==> src/inc/serial_rx_pkg.sv <==
// Purpose: shared constants and types for the serial receive path
// Assumes: APB byte addresses, 32-bit words, low bits used
// Notes: all control state resets to zero
`default_nettype none
package serial_rx_pkg;
    // register byte addresses
    localparam logic [7:0] ADDR_CTRL = 8'h00;
    localparam logic [7:0] ADDR_DATA = 8'h04;
    localparam logic [7:0] ADDR_MODE0 = 8'h08;
    localparam logic [7:0] ADDR_MODE1 = 8'h0c;
    localparam logic [7:0] ADDR_MODE2 = 8'h10;
    localparam logic [7:0] ADDR_FCNF = 8'h14;
    localparam logic [7:0] ADDR_RFC = 8'h18;
    // channel_control_reg fields
    localparam int CR_IOC = 0;
    localparam int CR_SCLKS = 1;
    localparam int CR_FERR = 2;
    localparam int CR_PERR = 3;
    localparam int CR_OERR = 4;
    localparam int CR_PEN = 5;
    localparam int CR_EVEN = 6;
    localparam int CR_RB8 = 7;
    // mode, fifo and level fields
    localparam int M0_MODE_LSB = 0;
    localparam int M0_RXE = 2;
    localparam int M0_WU = 3;
    localparam int M1_DPX_LSB = 0;
    localparam int M2_WBUF = 0;
    localparam int M2_RBFLL = 1;
    localparam int FC_CNFG = 0;
    localparam int FC_AUTO = 1;
    localparam int RFC_LVL_LSB = 0;
    localparam int RFC_CLR = 2;
    localparam int RFC_CNT_LSB = 4;
    localparam logic [31:0] RESET_WORD = 32'h0000_0000;
    // modes and depths
    localparam logic [1:0] MODE_IO = 2'h0;
    localparam logic [1:0] MODE_UART9 = 2'h3;
    localparam logic [1:0] DPX_HALF_RX = 2'h1;
    localparam logic [1:0] DPX_FULL = 2'h3;
    localparam int FIFO_DEPTH = 4;
    localparam logic [2:0] HALF_RX_DEPTH = 3'h4;
    localparam logic [2:0] FULL_DPX_DEPTH = 3'h2;
    // bit timing in serial ticks, and frame bit counts
    localparam logic [3:0] SAMPLE_PULSE = 4'h7;
    localparam logic [3:0] LAST_PULSE = 4'hf;
    localparam logic [3:0] DATA_BITS = 4'h8;
    localparam logic [3:0] NINE_BITS = 4'h9;
    localparam logic [3:0] IO_LAST_BIT = 4'h7;

    typedef struct packed {
        logic [7:0] data;
        logic ninth;
        logic perr;
        logic ferr;
    } frame_t;

    typedef enum logic [1:0] {U_IDLE, U_START, U_BITS, U_STOP} uart_state_t;
endpackage
`default_nettype wire

==> src/design/serial_channel_receive_path.sv <==
// Purpose: receive path of a serial channel, UART or clocked I/O mode
// Assumes: serial_tick is a one-cycle pulse on pclk; pins are async
// Notes: registers over APB, zero wait states
// Contract
// - four-bit counter advances on every serial tick; code holds it at zero in UART idle and does not use it in I/O mode
// - UART bit spans sixteen ticks, sampled at the eighth
// - clock-output I/O mode samples input on clock rising edge
// - clock-input I/O mode samples on edge chosen by edge select
// - UART reception starts only after a valid start bit
// - bits shift into shift register; frame end raises receive irq
// - double buffer moves frame to buffer, sets full flag, read clears
// - FIFO takes buffer data, clears full flag, irq per fill level
// - fill level zero in half-duplex receive means four bytes
// - auto-disable clears receive enable when all storage full
// - without auto-disable reception continues as software reads FIFO
// - clock output stops when storage full; overrun meaningless there
// - single buffer halts clock per frame until buffer read
// - double buffer halts clock when shift and buffer both full
// - FIFO halts clock when all full; auto-disable clears enable
// - without FIFO next frame may arrive before buffer is read
// - parity or ninth data bit stored as ninth received bit
// - nine-bit mode unused with FIFO; parity error still reported
// - wake-up in nine-bit mode: irq only when ninth bit set
// - overrun without FIFO keeps buffer, drops shift register
// - overrun with full FIFO sets flag, keeps FIFO contents
// - UART and clock-input mode always double buffered
// - reading control register clears the three error flags
// - four-byte FIFO beside the double buffer
//
// Local design decisions: the register offsets and the APB interface to the registers.
`timescale 1ns/100ps
`default_nettype none
module serial_channel_receive_path (
    input wire logic pclk,
    input wire logic presetn,
    input wire logic psel,
    input wire logic penable,
    input wire logic pwrite,
    input wire logic [7:0] paddr,
    input wire logic [31:0] pwdata,
    output logic [31:0] prdata,
    output logic pready,
    output logic pslverr,
    input wire logic serial_tick,
    input wire logic serial_in_pin,
    input wire logic serial_clock_pin,
    output logic serial_clock_out,
    output logic serial_clock_oe,
    output logic receive_irq
);
    import serial_rx_pkg::*;

    function automatic logic mapped(input logic [7:0] a);
        mapped = (a == ADDR_CTRL) || (a == ADDR_DATA) ||
                 (a == ADDR_MODE0) || (a == ADDR_MODE1) ||
                 (a == ADDR_MODE2) || (a == ADDR_FCNF) ||
                 (a == ADDR_RFC);
    endfunction

    logic [1:0] rxd_sync_r, sck_sync_r;
    logic sck_prev_r, rxd;
    logic ioc_r, sclks_r, pen_r, even_r, rxe_r, wu_r, wbuf_r;
    logic cnfg_r, auto_r;
    logic [1:0] mode_r, dpx_r, lvl_r;
    uart_state_t ust_r;
    logic [3:0] cnt_r, bit_cnt_r, nbits;
    logic [8:0] sh_r;
    logic done_r;
    frame_t frame_r;
    logic [7:0] buf_r, sr_data_r;
    logic buf_full_r, sr_full_r, ninth_r, sr_ninth_r;
    logic [7:0] fifo_mem [0:FIFO_DEPTH-1];
    logic [1:0] rptr_r, wptr;
    logic [2:0] fcnt_r, fcnt_nxt, depth, target;
    logic ovr_r, perr_r, ferr_r, irq_r, sck_out_r;
    logic [31:0] prdata_r, rd_mux;
    logic uart, m9, clk_out_mode, dbl, fifo_on, halt, run;
    logic rise_int, edge_in, io_sample;
    logic acc, wr, rd_setup, rd_data, rd_ctrl, fifo_clr;
    logic pop, push, buf_free, take_sr, take_new, hold, ovr, auto_clr;
    logic irq_ok;

    // pins are asynchronous to pclk
    always_ff @(posedge pclk or negedge presetn) begin
        if (!presetn) begin
            rxd_sync_r <= 2'h3;
            sck_sync_r <= 2'h3;
            sck_prev_r <= 1'b1;
        end else begin
            rxd_sync_r <= {rxd_sync_r[0], serial_in_pin};
            sck_sync_r <= {sck_sync_r[0], serial_clock_pin};
            sck_prev_r <= sck_sync_r[1];
        end
    end
    assign rxd = rxd_sync_r[1];

    // APB decode; reads act at setup so prdata is a flop at access
    assign acc = psel && penable;
    assign wr = acc && pwrite;
    assign rd_setup = psel && !penable && !pwrite;
    assign rd_data = rd_setup && (paddr == ADDR_DATA);
    assign rd_ctrl = rd_setup && (paddr == ADDR_CTRL);
    assign fifo_clr = wr && (paddr == ADDR_RFC) && pwdata[RFC_CLR];
    assign pready = 1'b1;
    assign pslverr = acc && !mapped(paddr);
    assign prdata = prdata_r;

    // mode decode
    assign uart = (mode_r != MODE_IO);
    assign m9 = (mode_r == MODE_UART9);
    assign clk_out_mode = !uart && !ioc_r;
    assign dbl = uart || ioc_r || wbuf_r;
    assign fifo_on = cnfg_r && wbuf_r &&
                     ((dpx_r == DPX_HALF_RX) || (dpx_r == DPX_FULL));
    assign depth = (dpx_r == DPX_FULL) ? FULL_DPX_DEPTH : HALF_RX_DEPTH;
    // zero selects the full usable depth
    always_comb begin
        target = {1'b0, lvl_r};
        if (lvl_r == 2'h0 || target > depth) begin
            target = depth;
        end
    end

    // software configuration
    always_ff @(posedge pclk or negedge presetn) begin
        if (!presetn) begin
            ioc_r <= 1'b0;
            sclks_r <= 1'b0;
            pen_r <= 1'b0;
            even_r <= 1'b0;
            mode_r <= MODE_IO;
            wu_r <= 1'b0;
            dpx_r <= 2'h0;
            wbuf_r <= 1'b0;
            cnfg_r <= 1'b0;
            auto_r <= 1'b0;
            lvl_r <= 2'h0;
        end else if (wr) begin
            case (paddr)
                ADDR_CTRL: begin
                    ioc_r <= pwdata[CR_IOC];
                    sclks_r <= pwdata[CR_SCLKS];
                    pen_r <= pwdata[CR_PEN];
                    even_r <= pwdata[CR_EVEN];
                end
                ADDR_MODE0: begin
                    mode_r <= pwdata[M0_MODE_LSB +: 2];
                    wu_r <= pwdata[M0_WU];
                end
                ADDR_MODE1: dpx_r <= pwdata[M1_DPX_LSB +: 2];
                ADDR_MODE2: wbuf_r <= pwdata[M2_WBUF];
                ADDR_FCNF: begin
                    cnfg_r <= pwdata[FC_CNFG];
                    auto_r <= pwdata[FC_AUTO];
                end
                ADDR_RFC: lvl_r <= pwdata[RFC_LVL_LSB +: 2];
                default: ;
            endcase
        end
    end

    // receive enable; hardware clear beats a software write
    always_ff @(posedge pclk or negedge presetn) begin
        if (!presetn) begin
            rxe_r <= 1'b0;
        end else if (auto_clr) begin
            rxe_r <= 1'b0;
        end else if (wr && paddr == ADDR_MODE0) begin
            rxe_r <= pwdata[M0_RXE];
        end
    end

    // serial clock out; holds its level while halted
    assign halt = sr_full_r || (!dbl && buf_full_r);
    assign run = clk_out_mode && rxe_r && !halt;
    assign rise_int = run && serial_tick && !sck_out_r;
    assign serial_clock_out = sck_out_r;
    assign serial_clock_oe = clk_out_mode;
    always_ff @(posedge pclk or negedge presetn) begin
        if (!presetn) begin
            sck_out_r <= 1'b1;
        end else if (!clk_out_mode || !rxe_r) begin
            sck_out_r <= 1'b1;
        end else if (run && serial_tick) begin
            sck_out_r <= !sck_out_r;
        end
    end

    // sample edge for the I/O modes
    assign edge_in = sclks_r ? (sck_prev_r && !sck_sync_r[1])
                             : (!sck_prev_r && sck_sync_r[1]);
    assign io_sample = !uart && rxe_r &&
                       (ioc_r ? edge_in : rise_int);
    assign nbits = (m9 || pen_r) ? NINE_BITS : DATA_BITS;

    // frame assembly, UART and I/O share the shift register
    always_ff @(posedge pclk or negedge presetn) begin
        if (!presetn) begin
            ust_r <= U_IDLE;
            cnt_r <= 4'h0;
            bit_cnt_r <= 4'h0;
            sh_r <= 9'h000;
            done_r <= 1'b0;
            frame_r <= '0;
        end else begin
            done_r <= 1'b0;
            if (!rxe_r) begin
                ust_r <= U_IDLE;
                cnt_r <= 4'h0;
                bit_cnt_r <= 4'h0;
            end else if (!uart) begin
                if (io_sample) begin
                    sh_r[bit_cnt_r] <= rxd;
                    bit_cnt_r <= bit_cnt_r + 4'h1;
                    if (bit_cnt_r == IO_LAST_BIT) begin
                        bit_cnt_r <= 4'h0;
                        done_r <= 1'b1;
                        frame_r <= '{data: {rxd, sh_r[6:0]},
                                     ninth: 1'b0, perr: 1'b0,
                                     ferr: 1'b0};
                    end
                end
            end else if (serial_tick) begin
                cnt_r <= cnt_r + 4'h1;
                case (ust_r)
                    U_IDLE: begin
                        cnt_r <= 4'h0;
                        // a stale count would misplace the next I/O frame
                        bit_cnt_r <= 4'h0;
                        if (!rxd) begin
                            ust_r <= U_START;
                            sh_r <= 9'h000;
                        end
                    end
                    U_START: begin
                        if (cnt_r == SAMPLE_PULSE && rxd) begin
                            ust_r <= U_IDLE;
                        end else if (cnt_r == LAST_PULSE) begin
                            ust_r <= U_BITS;
                            bit_cnt_r <= 4'h0;
                        end
                    end
                    U_BITS: begin
                        if (cnt_r == SAMPLE_PULSE) begin
                            sh_r[bit_cnt_r] <= rxd;
                            bit_cnt_r <= bit_cnt_r + 4'h1;
                        end else if (cnt_r == LAST_PULSE &&
                                     bit_cnt_r == nbits) begin
                            ust_r <= U_STOP;
                        end
                    end
                    U_STOP: begin
                        if (cnt_r == SAMPLE_PULSE) begin
                            ust_r <= U_IDLE;
                            done_r <= 1'b1;
                            frame_r.data <= sh_r[7:0];
                            frame_r.ninth <= sh_r[8];
                            frame_r.perr <= pen_r && !m9 &&
                                            ((^sh_r) ^ !even_r);
                            frame_r.ferr <= !rxd;
                        end
                    end
                    default: ust_r <= U_IDLE;
                endcase
            end
        end
    end

    // storage chain: shift -> buffer -> fifo
    assign pop = rd_data && fifo_on && (fcnt_r != 3'h0);
    assign push = fifo_on && buf_full_r &&
                  ((fcnt_r < depth) || pop);
    assign buf_free = !buf_full_r || push ||
                      (rd_data && !fifo_on);
    assign take_sr = sr_full_r && buf_free;
    assign take_new = done_r && !sr_full_r && buf_free;
    assign hold = done_r && !sr_full_r && !buf_free &&
                  (clk_out_mode || (fifo_on && auto_r));
    assign ovr = done_r && !buf_free && !hold;
    assign auto_clr = hold && fifo_on && auto_r;
    assign wptr = 2'(rptr_r + fcnt_r[1:0]);
    assign fcnt_nxt = 3'(fcnt_r + {2'h0, push} - {2'h0, pop});
    assign irq_ok = !(m9 && wu_r && !frame_r.ninth);

    // buffer and pending shift word
    always_ff @(posedge pclk or negedge presetn) begin
        if (!presetn) begin
            buf_r <= 8'h00;
            ninth_r <= 1'b0;
            buf_full_r <= 1'b0;
            sr_full_r <= 1'b0;
            sr_data_r <= 8'h00;
            sr_ninth_r <= 1'b0;
        end else begin
            if (take_sr) begin
                buf_r <= sr_data_r;
                ninth_r <= sr_ninth_r;
                sr_full_r <= 1'b0;
            end else if (take_new) begin
                buf_r <= frame_r.data;
                ninth_r <= frame_r.ninth;
            end
            if (hold) begin
                sr_full_r <= 1'b1;
                sr_data_r <= frame_r.data;
                sr_ninth_r <= frame_r.ninth;
            end
            if (take_sr || take_new) begin
                buf_full_r <= 1'b1;
            end else if (push || (rd_data && !fifo_on)) begin
                buf_full_r <= 1'b0;
            end
        end
    end

    // receive fifo, overrun leaves it untouched
    always_ff @(posedge pclk or negedge presetn) begin
        if (!presetn) begin
            rptr_r <= 2'h0;
            fcnt_r <= 3'h0;
        end else if (fifo_clr) begin
            rptr_r <= 2'h0;
            fcnt_r <= 3'h0;
        end else begin
            if (pop) begin
                rptr_r <= rptr_r + 2'h1;
            end
            fcnt_r <= fcnt_nxt;
        end
    end
    always_ff @(posedge pclk) begin
        if (push) begin
            fifo_mem[wptr] <= buf_r;
        end
    end

    // error flags: a new error beats the read-clear
    always_ff @(posedge pclk or negedge presetn) begin
        if (!presetn) begin
            ovr_r <= 1'b0;
            perr_r <= 1'b0;
            ferr_r <= 1'b0;
        end else begin
            ovr_r <= ovr || (ovr_r && !rd_ctrl);
            perr_r <= (done_r && frame_r.perr) ||
                      (perr_r && !rd_ctrl);
            ferr_r <= (done_r && frame_r.ferr) ||
                      (ferr_r && !rd_ctrl);
        end
    end

    // receive event, one cycle after its cause
    always_ff @(posedge pclk or negedge presetn) begin
        if (!presetn) begin
            irq_r <= 1'b0;
        end else if (fifo_on) begin
            irq_r <= push && (fcnt_nxt == target) &&
                     (fcnt_r != target);
        end else begin
            irq_r <= done_r && irq_ok;
        end
    end
    assign receive_irq = irq_r;

    // read mux; data always comes through the data register
    always_comb begin
        rd_mux = RESET_WORD;
        case (paddr)
            ADDR_CTRL: begin
                rd_mux[CR_IOC] = ioc_r;
                rd_mux[CR_SCLKS] = sclks_r;
                rd_mux[CR_FERR] = ferr_r;
                rd_mux[CR_PERR] = perr_r;
                rd_mux[CR_OERR] = ovr_r;
                rd_mux[CR_PEN] = pen_r;
                rd_mux[CR_EVEN] = even_r;
                rd_mux[CR_RB8] = ninth_r;
            end
            ADDR_DATA: rd_mux[7:0] = fifo_on ? fifo_mem[rptr_r]
                                             : buf_r;
            ADDR_MODE0: begin
                rd_mux[M0_MODE_LSB +: 2] = mode_r;
                rd_mux[M0_RXE] = rxe_r;
                rd_mux[M0_WU] = wu_r;
            end
            ADDR_MODE1: rd_mux[M1_DPX_LSB +: 2] = dpx_r;
            ADDR_MODE2: begin
                rd_mux[M2_WBUF] = wbuf_r;
                rd_mux[M2_RBFLL] = buf_full_r;
            end
            ADDR_FCNF: begin
                rd_mux[FC_CNFG] = cnfg_r;
                rd_mux[FC_AUTO] = auto_r;
            end
            ADDR_RFC: begin
                rd_mux[RFC_LVL_LSB +: 2] = lvl_r;
                rd_mux[RFC_CNT_LSB +: 3] = fcnt_r;
            end
            default: rd_mux = RESET_WORD;
        endcase
    end
    always_ff @(posedge pclk or negedge presetn) begin
        if (!presetn) begin
            prdata_r <= RESET_WORD;
        end else if (rd_setup) begin
            prdata_r <= rd_mux;
        end
    end
endmodule // serial_channel_receive_path
`default_nettype wire

==> config.mk <==
export PLATFORM = sky130hd
export DESIGN_NAME = serial_channel_receive_path
export DESIGN_NICKNAME = d
export VERILOG_FILES = /design/src/inc/serial_rx_pkg.sv /design/src/design/serial_channel_receive_path.sv
export SDC_FILE = /design/constraint.sdc
export NUM_CORES = 1
export LEC_CHECK = 0
export ABC_CLOCK_PERIOD_IN_PS = 3100
export BUFFER_PORTS_ARGS = -buffer_cell sky130_fd_sc_hd__buf_4
export CORE_AREA = 2 2 139 141
export CTS_BUF_LIST = sky130_fd_sc_hd__clkbuf_8
export DETAILED_ROUTE_END_ITERATION = 16
export DIE_AREA = 0 0 141 143
export GPL_TIMING_DRIVEN = 0
export PLACE_DENSITY_LB_ADDON = 0.05
export SETUP_SLACK_MARGIN = 0.5
export SLEW_MARGIN = 5
export SYNTH_ARGS = -nofsm -noshare
export SYNTH_HDL_FRONTEND = slang
export SYNTH_SLANG_ARGS = --single-unit
==> constraint.sdc <==
create_clock -name pclk -period 3.1 [get_ports pclk]
set_clock_uncertainty 0.05 [all_clocks]
set_input_delay 0.62 -clock pclk [delete_from_list [all_inputs] [get_ports pclk]]
set_output_delay 0.62 -clock pclk [all_outputs]
set_load 0.05 [all_outputs]
# --- Word level (Yosys, flattened, before mapping) ---
# Memory sizes are Yosys's and may differ from the RTL's.
# Cells that the tools add are included.
word_totals:
  register_bits: 89
  mem_bits_rw: 32
  in_bits: 48
  output_inout_bits: 37
  elab_cells: 282
  n_memories: 1
classes:
  addsub: 6
  n_lt_le_gt_ge: 4
  eq_ne: 37
  n_mux: 73
  bitwise_logic: 1
  n_reduce_logical: 122
mem_list:
  columns: ["memory", "words", "word_bits", "read_ports", "rd_ports_with_merged_regs", "write_ports", "line_no", "text"]
  rows:
  - ["fifo_mem", 4, 8, 1, 0, 1, "serial_channel_receive_path.sv:72", "logic [7:0] fifo_mem [0:FIFO_DEPTH-1];"]
op_table:
  columns: ["cell", "count"]
  rows:
  - ["$mux 11", 6]
  - ["$logic_and 1x1->1", 52]
  - ["$mux 4", 12]
  - ["$mux 9", 5]
  - ["$eq 8x5->1 const B", 3]
  - ["$mux 1", 24]
  - ["$mux 8", 3]
  - ["$logic_not 1->1", 23]
  - ["$logic_or 1x1->1", 22]
  - ["$mux 2", 11]
  - ["$ne 3x3->1 const B", 7]
  - ["$pmux 9 s2", 1]
  - ["$reduce_and 6->1", 3]
  - ["$reduce_bool 2->1", 9]
  - ["$eq 8x4->1 const B", 2]
  - ["$ne 4x4->1 const B", 4]
  - ["$pmux 2 s7", 1]
  - ["$reduce_and 2->1", 7]
  - ["$pmux 4 s3", 1]
  - ["$bwmux 9", 1]
  - ["$mux 3", 3]
  - ["$pmux 3 s3", 1]
  - ["$reduce_xor 9->1", 1]
  - ["$add 4x1->4 const B", 2]
  - ["29 further kinds", 39]

# --- Depth between registers and ports, before layout ---
# Gate-level depths: netlist of run 1.
logic_depth:
  ltp_word: 16
  mapped_depth: 14
  mapped_depth_nobuf: 14

# --- Worst setup path before layout of run 1 ---
# OpenSTA, ideal clock, no wires.
synth_path:
  path_type: "in2reg"
  startpoint: "input port paddr[7]"
  endpoint: "register irq_r, in the netlist receive_irq"
  setup_ns: 0.122
  arrival_time_ns: 3.272
  required_ns: 2.928
  slack_ns: -0.344
  stages: 12
  n_path_buf: 0
  cell_sequence: "or4_4 -> nor4_1 -> nand3_1 -> mux2i_1 -> ha_1 -> inv_1 -> fa_1 -> xnor3_1 -> xnor2_1 -> a32oi_1 -> o31ai_1 -> a32o_1"
synth_between:
  elab_chain_len: 12
synth_lines:
  columns: ["element", "line_no", "text"]
  rows:
  - ["start, declared", "serial_channel_receive_path.sv:39", "input wire logic [7:0] paddr,"]
  - ["$eq 8x3->1 *", "serial_channel_receive_path.sv:101", "assign rd_data = rd_setup && (paddr == ADDR_DATA);"]
  - ["$logic_and 1x1->1 *", "serial_channel_receive_path.sv:101", null]
  - ["$logic_and 1x1->1 * (2 in series)", "serial_channel_receive_path.sv:270", "assign pop = rd_data && fifo_on && (fcnt_r != 3'h0);"]
  - ["$logic_or 1x1->1", "serial_channel_receive_path.sv:272", "((fcnt_r < depth) || pop);"]
  - ["$logic_and 1x1->1", "serial_channel_receive_path.sv:271", "assign push = fifo_on && buf_full_r &&"]
  - ["$add 3x1->3", "serial_channel_receive_path.sv:282", "assign fcnt_nxt = 3'(fcnt_r + {2'h0, push} - {2'h0, pop});"]
  - ["$sub 3x1->3", "serial_channel_receive_path.sv:282", null]
  - ["$eq 3x3->1", "serial_channel_receive_path.sv:357", "irq_r <= push && (fcnt_nxt == target) &&"]
  - ["$logic_and 1x1->1 * (2 in series)", "serial_channel_receive_path.sv:357", null]
  - ["$mux 1 *", "serial_channel_receive_path.sv:356", "end else if (fifo_on) begin"]
  - ["end signal, assigned", "serial_channel_receive_path.sv:357", null]
  - ["end signal, assigned", "serial_channel_receive_path.sv:360", "irq_r <= done_r && irq_ok;"]
  - ["end, declared", "serial_channel_receive_path.sv:75", "logic ovr_r, perr_r, ferr_r, irq_r, sck_out_r;"]
# Mark *: on every way between the ends. The rest lies on a longest branch, timed or not.
# A chain may end at the register's enable or synchronous reset.

# --- Final worst setup path of run 1 ---
layout_path:
  startpoint: "register dpx_r[0]"
  endpoint: "register irq_r, in the netlist receive_irq"
layout_between:
  elab_chain_len: 13
  word_cells_on_any_way: 21
  cone_classes: "add/sub (2); order compare (2); eq/ne (4); mux (3); reduce/logical (10)"
layout_lines:
  columns: ["element", "line_no", "text"]
  rows:
  - ["start, declared", "serial_channel_receive_path.sv:64", "logic [1:0] mode_r, dpx_r, lvl_r;"]
  - ["start signal, assigned", "serial_channel_receive_path.sv:150", "ADDR_MODE1: dpx_r <= pwdata[M1_DPX_LSB +: 2];"]
  - ["parallel branches: the longest is 12 deep, another holds $lt 3x3->1", null, null]
  - ["$mux 1 *", "serial_channel_receive_path.sv:356", null]
# Every way passes the cells marked *.

==> results of run 1 <==
==> routing by layer <==
layer	global-route usage, %	vias to the layer above	share of wire, %
met3	3.756	24	3.6
met4	6.211	0	1.8
met5	0	-	0
met2	26.37	111	49
met1	20.71	2174	46
li1	-	2076	-
==> power groups by stage <==
stage | Sequential, W | Clock, W | Combinational, W
after global routing | 0.00165 | 0.00162 | 0.000249
final | 0.00165 | 0.00149 | 0.000230
after global placement | 0.00168 | 0 | 0.000222
after detailed placement | 0.00168 | 0 | 0.000223
after CTS | 0.00165 | 0.00154 | 0.000228
after floorplan | 0.00169 | 0 | 0.000140
==> cell families after synthesis <==
kind of cell	after synthesis	synth area share [%]
simple gates	159	13.49
flops	121	50.97
compound gates	86	9.599
mux	79	15.59
buf+inv	56	5.109
xor+xnor	20	3.013
fa+ha+maj	10	2.115
other cells	2	0.1198
==> flip-flops by register name, summed over array words and instances, names as in the netlist, 3 cells and up <==
signal,count
fcnt_r,3
fifo_mem,32
buf_r,8
sh_r,9
frame_r,11
prdata,8
bit_cnt_r,4
sr_data_r,8
cnt_r,4
==> per-stage QoR <==
step / utilization [%] / hold slack, ps / setup TNS (ps) / cell area (um^2)
3_5_place_dp: 37.27 / 300.3 / -7243 / 6924
4_1_cts: 40.15 / 187.8 / 0 / 7460
6_report: 40.71 / 137.7 / -63.35 / 7564
5_1_grt: 40.71 / 168.1 / -191.1 / 7564
2_1_floorplan: - / 274.4 / -119.0 / 6379
3_3_place_gp: 37.24 / 296.8 / -9931 / 6919
==> cell type report <==
cell class / instances / share of cell area [%]
tap: 234 / 3.871
buffer: 45 / 3.739
inverter: 11 / 0.5790
multi-input combinational: 379 / 39.47
clock inverter: 15 / 2.382
clock buffer: 17 / 3.093
timing repair buffer: 43 / 4.582
sequential: 121 / 42.28
==> worst max-delay path: cells and delay by family (launching register included) <==
family,cells,cell delay [ps]
flops,1,470
fa+ha+maj,3,780
mux,1,150
compound gates,5,960
xor+xnor,2,460
buf+inv,2,80
simple gates,1,100
==> worst min-delay path by stage <==
stage,start,to,slack [ps],depth (start not counted)
2_1_floorplan,presetn,auto_r,270,0
3_3_place_gp,rxd_sync_r[0],rxd_sync_r[1],300,0
3_5_place_dp,rxd_sync_r[0],rxd_sync_r[1],300,0
4_1_cts,serial_in_pin,rxd_sync_r[0],190,1
5_1_grt,presetn,prdata[6],170,1
6_report,presetn,prdata[5],140,1
==> cells in the final DEF, fill, tap and decap left out, types with 5 or more instances in the layout <==
master	synthesis	routed
o211ai_1	6	6
dfrtp_1	83	81
nand3_1	13	12
clkbuf_8	0	17
a21oi_1	15	14
a22oi_1	6	6
inv_1	11	11
dfstp_2	6	6
clkbuf_1	13	12
conb_1	2	25
mux2i_1	20	20
a22o_1	5	5
mux2_2	45	45
mux2_4	6	6
buf_4	26	66
nor2b_1	14	14
nor2_1	31	27
o21ai_0	16	16
nand2_1	41	40
and3_1	6	6
ha_1	9	7
mux4_2	8	8
nand4_1	5	5
edfxtp_1	32	32
nor3_1	9	6
nand2b_1	9	9
xnor2_1	15	14
==> what timing repair did <==
action                                  CTS  global route
gates cloned                              0             0
pin swaps                                 1             6
hold endpoints to repair                  0             0
gates resized for setup                  22            13
endpoints found under the setup margin   36            26
setup buffers                             3             6
==> metrics.yaml, run 1 <==
grt:
  antenna_found_initial: 0
  grt_pass1_vias: 4439
  grt_max_degree: 90
  overflow: 0
  grt_usage_pct: 16.06
  grt_pass1_wl_mm: 24.45
critical_path:
  cp-startpoint: "dpx_r[0]"
  crit_path_cell_trace: "nand2_4 > inv_4 > ha_4 > a2111oi_4 > a21oi_2 > mux2i_1 > ha_2 > inv_2 > fa_2 > xnor3_2 > xnor2_2 > a32oi_1 > o31ai_1 > a32o_2"
  end_kind: "flop"
  critPathMaxFanout: 6
  r2r-start: "dpx_r[0]"
  cp_slowest_stage_delay_ps: 470
  reg2reg_depth: 14
  r2r_end: "receive_irq"
  cp-endpoint: "receive_irq"
  worstPathRequired_ps: 3380
  reg2reg_slack_ps: -60
  start_kind: "flop"
  cp_slowest_cell: "dfrtp_2"
  path_class: "flop to flop"
  crit_arrival_ps: 3440
logic_synthesis:
  synth-main-ff-cell: "dfrtp_1"
  syn_inst: 533
  synth_top_area_share_pct: 33.13
  netlist.top_cell.by_area: "dfrtp_1"
  seq_area_frac_synth_pct: 50.97
  synth.area.top_cells: "dfrtp_1 (33%), edfxtp_1 (15%), mux2_2 (8.1%)"
  synth_cell_types: 72
  ys_seq_elements: 121
  async_flop_share_pct: 73.55
  synth.most_common_cell: "dfrtp_1"
  ys_top_cells_by_count: "dfrtp_1 (83), mux2_2 (45), nand2_1 (41)"
  yosysWarningCount: 0
  avgSynthCellArea_um2: 11.76
  synth_edf_count: 32
  netlist_area_um2: 6270
final_layout:
  seqCellArea_um2: 3198
  fill_cells: 1821
  instances_no_fill: 865
  drive_above_1_share_pct: 32.96
  nets: 676
  area.growth.synth_to_final_pct: 20.63
  multi_input_area_um2: 2985
  num_antenna_cells: 0
placed_design:
  dp_hpwl_mm: 10.82
  gp_congestion: 0.8065
  place_ws_ps: -639.6
  dp.cells: 823
  numPortBuffers: 33
die:
  coreArea_um2: 18580
  fp.dieW_um: 141
  rows: 50
  die_h_um: 143
  die_area_um2: 20160
  initial_core_util_pct: 33.74
  num_io_pins: 85
timing:
  worst_slack_ps: -63.35
  rsz0062_at_grt: "yes"
  hold_viol: 0
  setup_viol: 1
  relSlewSlack_pct: 34.47
  period_share_pct: 102.0
  max_freq_mhz: 316.1
  slew_violations: 0
  finalCriticalPeriod_ps: 3163
  worst_pin_slew_ps: 974.0
clock_network:
  htree_levels: 4
  clk_latency_ps: 450
  cts_hold_buf: 0
  cts_tree: "done"
  cts_root_buffer: "clkbuf_8"
  cts_buffer_depth: 2
  path_clk_slew_ps: 80
  cts_made_buffers: 17
  cts_sinks: 121
routing:
  first_iter_violations: 259
  ant_nets: 0
  routed_wl_mm: 15.23
  viasPerCell: 5.069
  drt-wirelength-per-cell_um: 17.61
  drc: 0
  vias: 4385
  firstDrtPassIters: 4
power_and_ir_drop:
  totalPowerFinal_w: 0.003365
  comb_power_share_pct: 6.8
  swShare_pct: 25.45
  switchingPower_w: 0.0008563
  peakVddDrop_mv: 0.2281
  power.density_nw_per_um2: 444.9
  p_seq_share_pct: 49.0
  p_int_w: 0.002509
  p_clk_share_pct: 44.1
  cellLeakagePower_nw: 3.326
job:
  drv_cap: 0
run_status:
  status: "complete, but fails checks"
  violations: "setup timing"
min_path:
  min_path_type: "input port to asynchronous set/reset pin"
No activity file was read; power rests on OpenSTA's default activity.
==> inputs of run 2 (changes only) <==
--- a/config.mk
+++ b/config.mk
@@ -12,8 +12,10 @@
 export DETAILED_ROUTE_END_ITERATION = 16
 export DIE_AREA = 0 0 141 143
 export GPL_TIMING_DRIVEN = 0
+export HOLD_SLACK_MARGIN = 0.08
 export PLACE_DENSITY_LB_ADDON = 0.05
 export SETUP_SLACK_MARGIN = 0.5
+export SKIP_CTS_REPAIR_TIMING = 1
 export SLEW_MARGIN = 5
 export SYNTH_ARGS = -nofsm -noshare
 export SYNTH_HDL_FRONTEND = slang
==> run 2 against run 1 <==
  * The flow still finishes with violations (setup timing)
  * Cell count is 0.35% lower
  * Wire length fell by 0.21%
  * Register-to-register slack lost 110 ps
  * Setup slack lost 120 ps
  * Sequential power barely moved
  * First-iteration DRC count decreased by 17%
  * Clock-buffer cell count unchanged
  * Sequential cell count stayed put
  * Non-clock buffer count fell by 3
  * Hold slack worse by 0.69 ps
  * Final area decreased by 0.78%
  * Largest power group unchanged
==> metrics.yaml, run 2 (same netlist as run 1, synthesis figures left out) <==
critical_path:
  crit_arrival_ps: 3570
  start_kind: "input port"
  path_class: "input port to flop"
  worstPathRequired_ps: 3380
  critPathMaxFanout: 5
  end_kind: "flop"
routing:
  drt-wirelength-per-cell_um: 17.63
  ant_nets: 0
  firstDrtPassIters: 4
  routed_wl_mm: 15.20
  vias: 4371
  viasPerCell: 5.071
  drc: 0
  first_iter_violations: 214
timing:
  finalCriticalPeriod_ps: 3283
  rsz0062_at_grt: "yes"
  max_freq_mhz: 304.6
  relSlewSlack_pct: 35.75
  hold_viol: 0
  holdWs_ps: 137.0
  slew_violations: 0
  period_share_pct: 105.9
  worst_slack_ps: -182.8
  setup_viol: 1
  worst_pin_slew_ps: 955.0
grt:
  grt_usage_pct: 15.92
  antenna_found_initial: 0
  grt_pass1_wl_mm: 24.21
  grt_max_degree: 90
  grt_pass1_vias: 4413
  overflow: 0
power_and_ir_drop:
  power.density_nw_per_um2: 447.7
  p_seq_share_pct: 49.1
  swShare_pct: 25.37
  peakVddDrop_mv: 0.2296
  switchingPower_w: 0.0008525
  cellLeakagePower_nw: 3.297
  p_int_w: 0.002507
  p_clk_share_pct: 44.1
  comb_power_share_pct: 6.8
die:
  die_area_um2: 20160
  fp.dieW_um: 141
  num_io_pins: 85
  initial_core_util_pct: 33.74
  rows: 50
  die_h_um: 143
  coreArea_um2: 18580
clock_network:
  cts_tree: "done"
  cts_root_buffer: "clkbuf_8"
  path_clk_slew_ps: 80
  cts_made_buffers: 17
  htree_levels: 4
  clk_latency_ps: 450
  cts_sinks: 121
  cts_buffer_depth: 2
run_status:
  violations: "setup timing"
  status: "complete, but fails checks"
final_layout:
  num_antenna_cells: 0
  regMostFlops: "fifo_mem"
  drive_above_1_share_pct: 31.53
  area.growth.synth_to_final_pct: 19.70
  largest_reg_flops: 32
  fill_cells: 1833
  top_regs: "fifo_mem: 32 flops, frame_r: 11 flops, sh_r: 9 flops"
  fin_area_um2: 7505
  final_common_cell: "dfrtp_1"
  post-route-util_pct: 40.39
  nets: 673
  instances_no_fill: 862
  layout_common_cells: "dfrtp_1 (82), buf_4 (63), mux2_2 (45)"
job:
  drv_cap: 0
placed_design:
  dp_hpwl_mm: 10.82
  gp_congestion: 0.8065
  place_area_um2: 6924
  numPortBuffers: 33
  dp.cells: 823
min_path:
  min_path_type: "input port to asynchronous set/reset pin"
run 2: area by class of cell:
class	instances	area [um^2]	area share [%]
flip-flops and latches	121	3197	42.60
multi-input cells	379	2959	39.43
repair buffers	40	320.3	4.268
well taps	234	292.8	3.901
plain buffers	45	280.3	3.735
clock buffers	17	234.0	3.118
clock inverters	15	180.2	2.401
inverters	11	41.29	0.5502
run 2: power groups by stage:
stage          registers (W)  logic, W  clock network, W
3_5_place_dp         0.00168  0.000223                 0
6_report             0.00165  0.000227           0.00148
5_1_grt              0.00165  0.000246           0.00162
3_3_place_gp         0.00168  0.000222                 0
2_1_floorplan        0.00169  0.000140                 0
4_1_cts              0.00165  0.000224           0.00154
run 2: final timing paths:
path	cells after the start	end	start	slack [ps]
min in group pclk	1	rxd_sync_r[0]	serial_in_pin	220
setup / recovery	13	receive_irq	paddr[0]	-180
max in group asynchronous	2	sck_sync_r[0]	presetn	2120
setup reg to reg	14	receive_irq	dpx_r[0]	-170
hold reg to reg	0	sck_sync_r[1]	sck_sync_r[0]	310
hold / removal	1	prdata[5]	presetn	140
run 2: per-layer routing:
layer / GRT usage (%) / wire length (um) / part of all wire [%] / up-vias
met5: 0 / 0 / 0 / -
met4: 6.000 / 264 / 1.7 / 0
met3: 3.722 / 627 / 4.1 / 24
met2: 26.24 / 7464 / 49 / 112
met1: 20.52 / 6843 / 45 / 2164
li1: - / - / - / 2071
run 2: through the flow:
step           setup WS, ps  TNS (ps)  power, W
4_1_cts              -346.1    -886.8  0.003410
2_1_floorplan        -119.0    -119.0  0.001826
3_5_place_dp         -639.6     -7243  0.001905
3_3_place_gp         -592.7     -9931  0.001903
5_1_grt              -264.7    -264.7  0.003512
6_report             -182.8    -182.8  0.003360
run 2: worst max-delay path, stage by stage:
cell	delay, ps
buf_6	90
or4_4	560
nor4_4	350
nand3_2	140
mux2i_1	210
ha_2	210
inv_2	40
fa_2	360
xnor3_2	310
xnor2_2	170
a32oi_1	160
o31ai_1	100
a32o_2	230
